===== config.mk =====
export PLATFORM = sky130hd
export DESIGN_NAME = pcr_power_ctrl
export DESIGN_NICKNAME = d
export VERILOG_FILES = /design/src/logic/pcr_pkg.sv /design/src/logic/pcr_power_ctrl.sv /design/src/logic/pcr_sync2.sv
export SDC_FILE = /design/constraint.sdc
export NUM_CORES = 1
export LEC_CHECK = 0
export ABC_CLOCK_PERIOD_IN_PS = 3700
export BUFFER_PORTS_ARGS = -buffer_cell sky130_fd_sc_hd__buf_2
export CORE_ASPECT_RATIO = 2
export CORE_UTILIZATION = 35
export DETAILED_ROUTE_END_ITERATION = 7
export PLACE_DENSITY = 0.67
export SLEW_MARGIN = 10
export SYNTH_ARGS = -nofsm -noshare
export SYNTH_HDL_FRONTEND = slang
export SYNTH_SLANG_ARGS = --single-unit

===== constraint.sdc =====
create_clock -name i_sys_clk -period 3.7 [get_ports i_sys_clk]
set_input_delay 1.11 -clock i_sys_clk [delete_from_list [all_inputs] [get_ports i_sys_clk]]
set_output_delay 1.11 -clock i_sys_clk [all_outputs]
set_load 0.02 [all_outputs]

===== src/logic/pcr_pkg.sv =====
/*
 * Package for the power control register block: register map, field
 * positions, reset value, decoded mode enumerations and carrier structs.
 * Assumes a 32-bit Avalon-MM slave with word addressing in bytes.
 */
package pcr_pkg;

  // ----------------------------------------------------------------
  // Register map
  // ----------------------------------------------------------------
  localparam int unsigned       PCR_ADDR_W         = 4;
  localparam logic [3:0]        PCR_OFF_CTL0       = 4'h0;
  localparam logic [3:0]        PCR_OFF_STATUS     = 4'h4;
  localparam logic [31:0]       PCR_CTL0_RESET     = 32'h0000_C000;
  localparam logic [31:0]       PCR_CTL0_WMASK     = 32'h0000_FDF3;
  localparam logic [31:0]       PCR_UNMAPPED_DATA  = 32'h0000_0000;

  // ----------------------------------------------------------------
  // Field positions
  // ----------------------------------------------------------------
  localparam int unsigned PCR_VS_HI   = 15;
  localparam int unsigned PCR_VS_LO   = 14;
  localparam int unsigned PCR_CRSEL   = 13;
  localparam int unsigned PCR_CHGEN   = 12;
  localparam int unsigned PCR_LDRUN   = 11;
  localparam int unsigned PCR_LDDSP   = 10;
  localparam int unsigned PCR_BKWEN   = 8;
  localparam int unsigned PCR_TH_HI   = 7;
  localparam int unsigned PCR_TH_LO   = 5;
  localparam int unsigned PCR_DETEN   = 4;
  localparam int unsigned PCR_STBCLR  = 3;
  localparam int unsigned PCR_WUCLR   = 2;
  localparam int unsigned PCR_LPM_HI  = 1;
  localparam int unsigned PCR_LPM_LO  = 0;
  // Status register (own layout)
  localparam int unsigned PCR_ST_WU   = 0;
  localparam int unsigned PCR_ST_STB  = 1;
  localparam int unsigned PCR_ST_PLL  = 2;

  // ----------------------------------------------------------------
  // Encodings
  // ----------------------------------------------------------------
  localparam logic [1:0] PCR_VS_ADAPTIVE = 2'h2;
  localparam logic [1:0] PCR_VS_HIGH     = 2'h3;
  localparam logic [2:0] PCR_TH_EXT_PIN  = 3'h7;

  typedef enum logic [1:0] {
    PCR_REG_LOW,
    PCR_REG_ADAPTIVE,
    PCR_REG_HIGH
  } pcr_reg_mode_e;

  typedef enum logic [1:0] {
    PCR_LP_DEEP,
    PCR_LP_DEEP1,
    PCR_LP_DEEP2,
    PCR_LP_STANDBY
  } pcr_lp_mode_e;

  // ----------------------------------------------------------------
  // Carriers
  // ----------------------------------------------------------------
  typedef struct packed {
    pcr_reg_mode_e reg_mode;
    logic          charge_en;
    logic          charge_res_low;
    logic          lp_low_drive;
    logic          backup_write_en;
    logic          detector_en;
    logic [2:0]    detector_threshold;
    logic          detector_ext_pin;
  } pcr_ctrl_s;

  typedef struct packed {
    logic         enter;
    pcr_lp_mode_e mode;
  } pcr_lp_req_s;

endpackage : pcr_pkg


===== src/logic/pcr_power_ctrl.sv =====
/*
 * Power control register with Avalon-MM slave: regulator mode, battery
 * charging, low-power regulator drive, backup write gate, voltage
 * detector setup, flag-clear strobes and low-power mode select.
 * Assumes a single 200 MHz clock; PLL, deep-sleep and wakeup inputs come
 * from other domains and are synchronised here.
 */
// Local design decisions: the register addresses and the Avalon-MM slave port.
// Contract
// - Voltage field applies only with PLL on; low mode otherwise, field kept.
// - Voltage code 10 adaptive, 11 high, upper bit 0 reserved.
// - Bit 12 enables charging; bit 13 picks 5k (0) or 1.5k (1) resistor.
// - Bit 11 sets low-drive of low-power regulator in Run and Sleep.
// - Bit 10 sets low-drive of low-power regulator in Deep-sleep.
// - Backup writes blocked after reset until the write-enable bit is set.
// - Threshold codes 000..110 pick 2.1..3.0 V; 111 compares external pin.
// - Detector runs only while bit 4 is set.
// - Writing 1 to bit 3 clears standby flag; reads zero.
// - Writing 1 to bit 2 clears wakeup flag; reads zero.
// - On processor deep sleep enter the mode in the two-bit field.
// - Register resets to 0x0000C000 at power-on and on standby wakeup.
// - Standby and wakeup flags clear only on power reset or strobes.
module pcr_power_ctrl (
  // Clock and reset
  input  wire logic                            i_sys_clk,
  input  wire logic                            i_reset,
  // Avalon-MM slave
  input  wire logic [pcr_pkg::PCR_ADDR_W-1:0]  i_avs_address,
  input  wire logic                            i_avs_read,
  input  wire logic                            i_avs_write,
  input  wire logic [31:0]                     i_avs_writedata,
  input  wire logic [3:0]                      i_avs_byteenable,
  output logic      [31:0]                     o_avs_readdata,
  output logic                                 o_avs_waitrequest,
  // Power sequencing inputs
  input  wire logic                            i_pll_enabled,
  input  wire logic                            i_cpu_deep_sleep_request,
  input  wire logic                            i_standby_wakeup_reset,
  input  wire logic                            i_standby_entered,
  input  wire logic                            i_wakeup_event,
  // Backup domain write request
  input  wire logic                            i_backup_write_req,
  // Control outputs
  output pcr_pkg::pcr_ctrl_s                   o_ctrl,
  output pcr_pkg::pcr_lp_req_s                 o_lp_req,
  output logic                                 o_backup_write_strobe,
  output logic                                 o_standby_flag,
  output logic                                 o_wakeup_flag
);
  import pcr_pkg::*;

  // ----------------------------------------------------------------
  // Elaboration checks
  // ----------------------------------------------------------------
  // The decode below assumes these field widths; a package edit that
  // moves a field must stop here rather than silently misdecode.
  if (PCR_VS_HI != PCR_VS_LO + 1) begin : g_bad_vs
    $error("voltage field must be two bits wide");
  end
  if (PCR_TH_HI != PCR_TH_LO + 2) begin : g_bad_th
    $error("threshold field must be three bits wide");
  end
  if (PCR_LPM_HI != PCR_LPM_LO + 1) begin : g_bad_lpm
    $error("low-power mode field must be two bits wide");
  end
  if (PCR_VS_HI > 31) begin : g_bad_top
    $error("control fields must fit in 32 bits");
  end
  // Strobes must never be stored, or they would read back as one
  if (PCR_CTL0_WMASK[PCR_STBCLR] || PCR_CTL0_WMASK[PCR_WUCLR]) begin : g_bad_strobe
    $error("flag-clear strobes must stay out of the storage mask");
  end
  if ((PCR_CTL0_RESET & ~PCR_CTL0_WMASK) != 32'h0000_0000) begin : g_bad_reset
    $error("reset value sets bits that are not stored");
  end
  if (PCR_ADDR_W < 3) begin : g_bad_addr
    $error("address too narrow to reach the status register");
  end
  if (PCR_OFF_CTL0 == PCR_OFF_STATUS) begin : g_bad_map
    $error("control and status offsets must differ");
  end
  if (PCR_ST_WU == PCR_ST_STB) begin : g_bad_status
    $error("status flag bits must differ");
  end

  // ----------------------------------------------------------------
  // Input synchronisers
  // ----------------------------------------------------------------
  localparam int unsigned N_SYNC = 5;
  logic [N_SYNC-1:0] async_in;
  logic [N_SYNC-1:0] sync_in;
  assign async_in = {i_pll_enabled, i_cpu_deep_sleep_request, i_standby_wakeup_reset,
                     i_standby_entered, i_wakeup_event};

  // One chain per level; nothing reads a level before its second flop
  genvar gi;
  generate
    for (gi = 0; gi < N_SYNC; gi++) begin : g_sync
      pcr_sync2 u_sync (
        .i_sys_clk (i_sys_clk),
        .i_reset   (i_reset),
        .i_async   (async_in[gi]),
        .o_sync    (sync_in[gi])
      );
    end
  endgenerate

  logic pll_on;
  logic deep_sleep;
  logic stby_wake;
  logic stby_evt;
  logic wake_evt;
  assign {pll_on, deep_sleep, stby_wake, stby_evt, wake_evt} = sync_in;

  // ----------------------------------------------------------------
  // State
  // ----------------------------------------------------------------
  logic [31:0]  ctl_q, ctl_d;
  logic         stb_q, stb_d;
  logic         wu_q, wu_d;
  logic         stby_evt_q, stby_evt_d;
  logic         wake_evt_q, wake_evt_d;
  logic         ack_q, ack_d;
  logic [31:0]  rdata_q, rdata_d;
  pcr_ctrl_s    ctrl_q, ctrl_d;
  pcr_lp_req_s  lp_q, lp_d;
  logic         bkw_q, bkw_d;

  logic         req;
  logic         wr_ctl;
  logic [31:0]  be_mask;

  // The ack flop blocks a request still held in the answer cycle, so it is taken once
  assign req     = (i_avs_read | i_avs_write) & ~ack_q;
  assign wr_ctl  = i_avs_write & ~ack_q & (i_avs_address == PCR_OFF_CTL0);
  assign be_mask = {{8{i_avs_byteenable[3]}}, {8{i_avs_byteenable[2]}},
                    {8{i_avs_byteenable[1]}}, {8{i_avs_byteenable[0]}}};

  // ----------------------------------------------------------------
  // Register and flag next state
  // ----------------------------------------------------------------
  always_comb begin
    ctl_d      = ctl_q;
    stb_d      = stb_q;
    wu_d       = wu_q;
    stby_evt_d = stby_evt;
    wake_evt_d = wake_evt;
    // Wakeup from standby reloads the word but keeps the flags, which only
    // a power reset or a strobe may clear
    if (stby_wake) begin
      ctl_d = PCR_CTL0_RESET;
    end else if (wr_ctl) begin
      // Reserved bits and strobes are masked out of storage
      ctl_d = (ctl_q & ~(be_mask & PCR_CTL0_WMASK))
            | (i_avs_writedata & be_mask & PCR_CTL0_WMASK);
    end
    // Strobe clears first; a fresh event in the same cycle wins
    if (wr_ctl && be_mask[PCR_STBCLR] && i_avs_writedata[PCR_STBCLR]) begin
      stb_d = 1'b0;
    end
    if (wr_ctl && be_mask[PCR_WUCLR] && i_avs_writedata[PCR_WUCLR]) begin
      wu_d = 1'b0;
    end
    if (stby_evt && !stby_evt_q) begin
      stb_d = 1'b1;
    end
    if (wake_evt && !wake_evt_q) begin
      wu_d = 1'b1;
    end
  end

  // ----------------------------------------------------------------
  // Bus answer: one wait cycle, then ack
  // ----------------------------------------------------------------
  always_comb begin
    // Read data is latched in the take cycle and holds until the next read
    ack_d   = req;
    rdata_d = rdata_q;
    if (req && i_avs_read) begin
      case (i_avs_address)
        PCR_OFF_CTL0: begin
          rdata_d = ctl_q & PCR_CTL0_WMASK;
        end
        PCR_OFF_STATUS: begin
          rdata_d = PCR_UNMAPPED_DATA;
          rdata_d[PCR_ST_WU]  = wu_q;
          rdata_d[PCR_ST_STB] = stb_q;
          rdata_d[PCR_ST_PLL] = pll_on;
        end
        default: begin
          rdata_d = PCR_UNMAPPED_DATA;
        end
      endcase
    end
  end

  // ----------------------------------------------------------------
  // Decoded controls
  // ----------------------------------------------------------------
  always_comb begin
    // Every output leaves a flop, one clock behind the stored word. The backup
    // gate reads the stored bit itself, so it closes on the write that clears it.
    ctrl_d = '0;
    if (!pll_on || !ctl_q[PCR_VS_HI]) begin
      ctrl_d.reg_mode = PCR_REG_LOW;
    end else if (ctl_q[PCR_VS_HI:PCR_VS_LO] == PCR_VS_HIGH) begin
      ctrl_d.reg_mode = PCR_REG_HIGH;
    end else begin
      ctrl_d.reg_mode = PCR_REG_ADAPTIVE;
    end
    ctrl_d.charge_en      = ctl_q[PCR_CHGEN];
    ctrl_d.charge_res_low = ctl_q[PCR_CRSEL];
    // Drive bit follows the current state: deep sleep uses its own bit
    ctrl_d.lp_low_drive   = deep_sleep ? ctl_q[PCR_LDDSP]
                                       : ctl_q[PCR_LDRUN];
    ctrl_d.backup_write_en    = ctl_q[PCR_BKWEN];
    ctrl_d.detector_en        = ctl_q[PCR_DETEN];
    ctrl_d.detector_threshold = ctl_q[PCR_TH_HI:PCR_TH_LO];
    ctrl_d.detector_ext_pin   = ctl_q[PCR_DETEN] &
                                (ctl_q[PCR_TH_HI:PCR_TH_LO] == PCR_TH_EXT_PIN);
    lp_d.enter = deep_sleep;
    case (ctl_q[PCR_LPM_HI:PCR_LPM_LO])
      2'h0:    lp_d.mode = PCR_LP_DEEP;
      2'h1:    lp_d.mode = PCR_LP_DEEP1;
      2'h2:    lp_d.mode = PCR_LP_DEEP2;
      default: lp_d.mode = PCR_LP_STANDBY;
    endcase
    bkw_d = i_backup_write_req & ctl_q[PCR_BKWEN];
  end

  // ----------------------------------------------------------------
  // Registers, one process per group of state
  // ----------------------------------------------------------------
  // Control word and flags
  always_ff @(posedge i_sys_clk or posedge i_reset) begin
    if (i_reset) begin
      ctl_q      <= PCR_CTL0_RESET;
      stb_q      <= 1'b0;
      wu_q       <= 1'b0;
      stby_evt_q <= 1'b0;
      wake_evt_q <= 1'b0;
    end else begin
      ctl_q      <= ctl_d;
      stb_q      <= stb_d;
      wu_q       <= wu_d;
      stby_evt_q <= stby_evt_d;
      wake_evt_q <= wake_evt_d;
    end
  end

  // Bus answer
  always_ff @(posedge i_sys_clk or posedge i_reset) begin
    if (i_reset) begin
      ack_q   <= 1'b0;
      rdata_q <= PCR_UNMAPPED_DATA;
    end else begin
      ack_q   <= ack_d;
      rdata_q <= rdata_d;
    end
  end

  // Decoded outputs
  always_ff @(posedge i_sys_clk or posedge i_reset) begin
    if (i_reset) begin
      ctrl_q <= '0;
      lp_q   <= '0;
      bkw_q  <= 1'b0;
    end else begin
      ctrl_q <= ctrl_d;
      lp_q   <= lp_d;
      bkw_q  <= bkw_d;
    end
  end

  // ----------------------------------------------------------------
  // Waitrequest
  // ----------------------------------------------------------------
  // High while idle so a new request first waits; it mirrors the ack flop,
  // but a flop of its own keeps the output free of logic after the flop
  logic wait_q, wait_d;
  always_comb begin
    wait_d = ~req;
  end
  always_ff @(posedge i_sys_clk or posedge i_reset) begin
    if (i_reset) begin
      wait_q <= 1'b1;
    end else begin
      wait_q <= wait_d;
    end
  end

  // ----------------------------------------------------------------
  // Outputs
  // ----------------------------------------------------------------
  assign o_avs_readdata        = rdata_q;
  assign o_avs_waitrequest     = wait_q;
  assign o_ctrl                = ctrl_q;
  assign o_lp_req              = lp_q;
  assign o_backup_write_strobe = bkw_q;
  assign o_standby_flag        = stb_q;
  assign o_wakeup_flag         = wu_q;

endmodule : pcr_power_ctrl


===== src/logic/pcr_sync2.sv =====
/*
 * Two-flop synchroniser for one level from outside the clock domain.
 * Assumes the input is a level that stays stable for several clocks.
 */
module pcr_sync2 (
  input  wire logic i_sys_clk,
  input  wire logic i_reset,
  input  wire logic i_async,
  output logic      o_sync
);

  logic meta_q;
  logic meta_d;
  logic sync_d;

  always_comb begin
    meta_d = i_async;
    sync_d = meta_q;
  end

  // First flop feeds only the second
  always_ff @(posedge i_sys_clk or posedge i_reset) begin
    if (i_reset) begin
      meta_q <= 1'b0;
      o_sync <= 1'b0;
    end else begin
      meta_q <= meta_d;
      o_sync <= sync_d;
    end
  end

endmodule : pcr_sync2


==> results of run 1 <==
[per-stage QoR]
step	hold slack (ns)	instance area [sq um]	power [W]
floorplan	0.331	2330	0.000742
finish	0.344	2860	0.00154
CTS	0.346	2860	0.00157
global route	0.357	2860	0.00160
detailed placement	0.336	2560	0.000762
global placement	0.332	2560	0.000760
[sequential cells by signal (all words and copies together), names as in the netlist, 3 cells and up]
signal                cells
o_avs_readdata           14
ctl_q                    13
o_ctrl                   11
g_sync.u_sync.meta_q      5
g_sync.u_sync.o_sync      5
o_lp_req                  3
[layer usage]
metal | vias to the layer above | global-route usage [%] | wire, um
li1 | 658 | - | -
met1 | 650 | 15.0 | 1590
met2 | 56 | 21.2 | 2020
met3 | 7 | 5.25 | 254
met4 | 0 | 9.52 | 118
met5 | - | 0 | 0
[cells in the final DEF, fill, tap and decap left out, types with 5 or more instances in the layout]
master,instances
buf_2,62
dfrtp_1,55
nand2b_1,23
conb_1,18
mux2i_1,15
clkbuf_16,9
a22o_2,6
nor2_1,6
inv_1,5
a22o_1,5
nand2_1,5
[power by group through the flow]
stage / registers [W] / logic, W / clock network (W)
floorplan: 0.000675 / 0.0000670 / 0
global placement: 0.000670 / 0.0000899 / 0
detailed placement: 0.000671 / 0.0000909 / 0
CTS: 0.000661 / 0.0000912 / 0.000817
global route: 0.000662 / 0.0000992 / 0.000839
finish: 0.000661 / 0.0000890 / 0.000792
[kinds of logic (layout without fill, tap and decap cells)]
group                  Yosys count  in the layout  synth area share [%]
AOI/OAI and AO/OA               18             18                  6.80
and+or+nand+nor                 44             44                  12.0
DFF                             58             58                  64.3
buffers and inverters           33             86                  9.57
other                            1             18                 0.166
muxes                           16             16                  7.13
[layout make-up]
type,count,area share [%]
repair buffers,64,11.4
clock buffers,13,8.76
well taps,86,3.77
inverters,6,0.789
flip-flops and latches,58,51.0
clock inverters,3,1.40
multi-input cells,96,22.9
[path summary, 6_finish.rpt]
| kind | from | slack [ns] | end | cells after the start |
|---|---|---|---|---|
| max | o_avs_waitrequest | 1.62 | o_avs_waitrequest | 1 |
| min in group asynchronous | i_reset | 0.84 | ctl_q[13] | 2 |
| max reg2reg | ack_q | 2.22 | o_avs_readdata[10] | 4 |
| min reg2reg | g_sync[2].u_sync.meta_q | 0.34 | g_sync[2].u_sync.o_sync | 0 |
| max in group asynchronous | i_reset | 2.02 | ctl_q[14] | 3 |
| min | g_sync[2].u_sync.meta_q | 0.34 | g_sync[2].u_sync.o_sync | 0 |
==> flow_metrics.env, run 1 <==
export IMPL_drtPass1Iterations=4
export IMPL_dieHeight_um=116
export IMPL_fin_ws_ns=1.62
export IMPL_post_cts_resized=0
export IMPL_antenna_found_initial=0
export IMPL_postCtsSetupRepairBufs=0
export IMPL_setup_worst_path_end_class="output port"
export IMPL_worst_path_buf_inv=1
export IMPL_io_pins=100
export IMPL_cts_tree="built"
export IMPL_status="finished, final reports clean"
export IMPL_cp_required_ns=2.59
export IMPL_netlist_area_leader_share_pct=60.8
export IMPL_core_sq_um=6260
export IMPL_rsz0062_at_grt="false"
export IMPL_fmax_mhz=480
export IMPL_grt_max_degree=32
export IMPL_insertion_delay_ns=0.32
export IMPL_post_synth_top_area_cell="dfrtp_1"
export IMPL_swShare_pct=21.0
export IMPL_synth_cells_most_frequent="dfrtp_1 (55), nand2b_1 (23), buf_4 (18)"
export IMPL_viasPerCell=4.21
export IMPL_p_sw_w=0.000323
export IMPL_routed_wl_mm=3.99
export IMPL_netlist_instances=170
export IMPL_cap_violations=0
export IMPL_tns_ns=0
export IMPL_cp_max_fo=1
export IMPL_worstSetupPathType="reg2out"
export IMPL_dr_first_iter_drc_count=13
export IMPL_grt_overflow_total=0
export IMPL_avgRoutedWirePerCell_um=12.2
export IMPL_tightest_slew_ns=0.615
export IMPL_seq_area_frac_synth_pct=64.3
export IMPL_netlist_area_sq_um=2260
export IMPL_grt_usage_pct=13.6
export IMPL_cp_start_kind="flip-flop"
export IMPL_initial_core_util_pct=36.1
export IMPL_worst_ep_arrival_time_ns=0.97
export IMPL_finalSetupViolations=0
export IMPL_antennaDiodeCount=0
export IMPL_slew_viol_final=0
export IMPL_max_slew_margin_rel_pct=59.0
export IMPL_ys_flop_type="dfrtp_1"
export IMPL_placed_cells_incl_taps=310
export IMPL_ir_drop_v=0.000286
export IMPL_cts_root_buf="clkbuf_16"
export IMPL_slowest_delay_ns=0.51
export IMPL_synth_avg_cell_area_sq_um=13.3
export IMPL_synthTopCellsByArea="dfrtp_1 (61%), mux2i_1 (6.6%), nand2b_1 (6.4%)"
export IMPL_nFillCells=610
export IMPL_clk_pin_slew_ns=0.04
export IMPL_via_count=1371
export IMPL_multi_input_area_sq_um=654
export IMPL_critPathSlowestCell="dfstp_2"
export IMPL_grt_pass1_wl_mm=6.45
export IMPL_leakagePower_nw=1.49
export IMPL_die_width_um=58.8
export IMPL_synth_seq_cells=58
export IMPL_syn_to_final_growth_pct=26.2
export IMPL_postLayoutCoreUtil_pct=45.6
export IMPL_timing_final_crit_share_pct=56.3
export IMPL_cts_max_level=3
export IMPL_clock_power_share_pct=51.4
export IMPL_power_internal_w=0.00122
export IMPL_ys_async_sr_fraction_pct=100
export IMPL_yosys_cell_types_count=26
export IMPL_fin_cells=326
export IMPL_drc=0
export IMPL_synth_most_common_cell="dfrtp_1"
export IMPL_grt_pass1_vias=1361
export IMPL_powerDensity_nw_per_um2=540
export IMPL_portBuffers=62
export IMPL_combPwrFrac_pct=5.8
export IMPL_hold_viol=0
export IMPL_clk_path_buf_depth=2
export IMPL_layout_min_cycle_time_ns=2.08
export IMPL_gp_congestion=0.710
export IMPL_cts_buffers=9
export IMPL_crit_chain="buf_2"
export IMPL_dp_hpwl_mm=2.80
export IMPL_cts_hold_buf=0
export IMPL_rows=41
export IMPL_pre_cts_ws_ns=1.26
export IMPL_layout_nets=285
export IMPL_hold_path_class="reg2reg"
export IMPL_ant_nets=0
export IMPL_die_area_sq_um=6810
export IMPL_power_frac_seq_pct=42.9
export IMPL_yosysWarnings=0
export IMPL_ff_latch_area_sq_um=1460
export IMPL_crit_family="flip-flops"
export IMPL_synth_edff_count=0
export IMPL_fin_skew_ns=0.00533
export IMPL_drive_gt1_share_pct=38.3
export IMPL_cts_num_sinks=58
Power figures use the tool's default switching activity.
==> run 2, diff against run 1 <==
ABC_CLOCK_PERIOD_IN_PS = 1900   (was 3700)
PLACE_DENSITY = 0.7   (was 0.67)
clock period = 1.9 ns   (was 3.7 ns; I/O delays follow)
==> run 2 against run 1 <==
  * Via count grew 2.6%
  * Sequential share of layout area decreased by 0.96 points
  * Sequential power rose by 95%
  * Register-to-register slack worse by 1.5 ns
  * Largest cell class unchanged
  * Worst hold slack got worse by 0.054 ns
  * Highest routed layer unchanged
  * Cell area rose by 1.9%
  * Count of clock-buffer cells in the layout increased by 1
  * Global-route usage grew 0.42 points
  * Combinational power increased by 100%
==> flow_metrics.env, run 2 (synthesis gave the netlist of run 1 again) <==
export IMPL_status="finished, final reports clean"
export IMPL_cp_max_fo=1
export IMPL_grt_overflow_total=0
export IMPL_rows=41
export IMPL_worstSetupStartpoint="o_avs_waitrequest"
export IMPL_wl_met2_mm=2.13
export IMPL_top_layer="met4"
export IMPL_mostFrequentLayoutCell="buf_2"
export IMPL_multi_input_area_sq_um=654
export IMPL_powerDensity_nw_per_um2=1050
export IMPL_drtPass1Iterations=4
export IMPL_layout_min_cycle_time_ns=1.55
export IMPL_worst_ep_arrival_time_ns=0.98
export IMPL_max_slew_margin_rel_pct=60.7
export IMPL_fmax_mhz=646
export IMPL_nFillCells=585
export IMPL_slew_viol_final=0
export IMPL_io_pins=100
export IMPL_clk_pin_slew_ns=0.05
export IMPL_crit_chain="buf_2"
export IMPL_grt_max_degree=29
export IMPL_cap_violations=0
export IMPL_antenna_found_initial=0
export IMPL_timing_final_crit_share_pct=81.4
export IMPL_fin_total_pwr_w=0.00305
export IMPL_ir_drop_v=0.000485
export IMPL_cts_root_buf="clkbuf_16"
export IMPL_fin_skew_ns=0.00447
export IMPL_route_met3_wl_um=221
export IMPL_placed_area_sq_um=2610
export IMPL_drc=0
export IMPL_worstSetupPathType="reg2out"
export IMPL_clk_path_buf_depth=2
export IMPL_whs_ns=0.289
export IMPL_cts_buffers=9
export IMPL_die_width_um=58.8
export IMPL_post_cts_resized=0
export IMPL_largest_reg_flops=14
export IMPL_rsz0062_at_grt="false"
export IMPL_cts_tree="built"
export IMPL_core_sq_um=6260
export IMPL_syn_to_final_growth_pct=28.7
export IMPL_avgRoutedWirePerCell_um=12.5
export IMPL_routed_wl_mm=4.13
export IMPL_cp_start_kind="flip-flop"
export IMPL_via_count=1407
export IMPL_gp_congestion=0.714
export IMPL_ff_latch_area_sq_um=1460
export IMPL_cts_num_sinks=58
export IMPL_grt_usage_pct=14.1
export IMPL_critPathSlowestCell="dfstp_2"
export IMPL_fin_ws_ns=0.353
export IMPL_finalSetupViolations=0
export IMPL_grt_pass1_vias=1367
export IMPL_leakagePower_nw=1.52
export IMPL_tns_ns=0
export IMPL_initial_core_util_pct=36.1
export IMPL_pre_cts_ws_ns=0.212
export IMPL_hold_path_class="in2async"
export IMPL_final_area_sq_um=2910
export IMPL_dp_hpwl_mm=2.93
export IMPL_viasPerCell=4.26
export IMPL_mostFrequentLayoutCells="buf_2 (62), dfrtp_1 (55), nand2b_1 (23)"
export IMPL_drive_gt1_share_pct=39.3
export IMPL_cp_required_ns=1.33
export IMPL_slowest_delay_ns=0.51
export IMPL_layout_nets=289
export IMPL_die_area_sq_um=6810
export IMPL_portBuffers=62
export IMPL_crit_family="flip-flops"
export IMPL_timing_rr_start="ack_q"
export IMPL_insertion_delay_ns=0.32
export IMPL_hold_viol=0
export IMPL_tightest_slew_ns=0.589
export IMPL_worst_path_buf_inv=1
export IMPL_grt_pass1_wl_mm=6.74
export IMPL_dr_first_iter_drc_count=32
export IMPL_setup_worst_path_end_class="output port"
export IMPL_ant_nets=0
export IMPL_antennaDiodeCount=0
export IMPL_cts_max_level=3
export IMPL_wl_met1_mm=1.69
export IMPL_dieHeight_um=116
export IMPL_postCtsSetupRepairBufs=0
export IMPL_cts_hold_buf=0
run 2: final timing paths:
check / to / slack, ns / cells after the start
max in group asynchronous: ctl_q[1] / 1.10 / 3
worst min register to register: g_sync[2].u_sync.o_sync / 0.34 / 0
worst min-delay path: o_ctrl[6] / 0.29 / 2
worst max-delay path: o_avs_waitrequest / 0.35 / 1
worst max register to register: o_avs_readdata[10] / 0.69 / 3
min in group i_sys_clk: g_sync[2].u_sync.o_sync / 0.34 / 0
run 2: where the power goes:
group	switching (W)	internal, W
logic	0.000117	0.0000650
clock network	0.000503	0.00108
registers	0.0000173	0.00127
total	0.000638	0.00242
run 2: layer usage:
layer	vias to the layer above	GRT usage, %
met5	-	0
li1	666	-
met3	6	5.25
met4	0	9.37
met2	59	21.5
met1	676	16.1
run 2: area by class of cell:
cell class	instances	area share, %
multi-input combinational	96	22.5
timing repair buffer	68	12.6
clock inverter	2	1.20
tap	86	3.70
sequential	58	50.0
clock buffer	14	9.07
inverter	6	0.903
run 2: metrics by stage:
stage	instances	util (%)
after floorplan	187	-
after global placement	314	41.7
after detailed placement	314	41.7
after CTS	330	46.5
after global routing	330	46.5
final	330	46.5
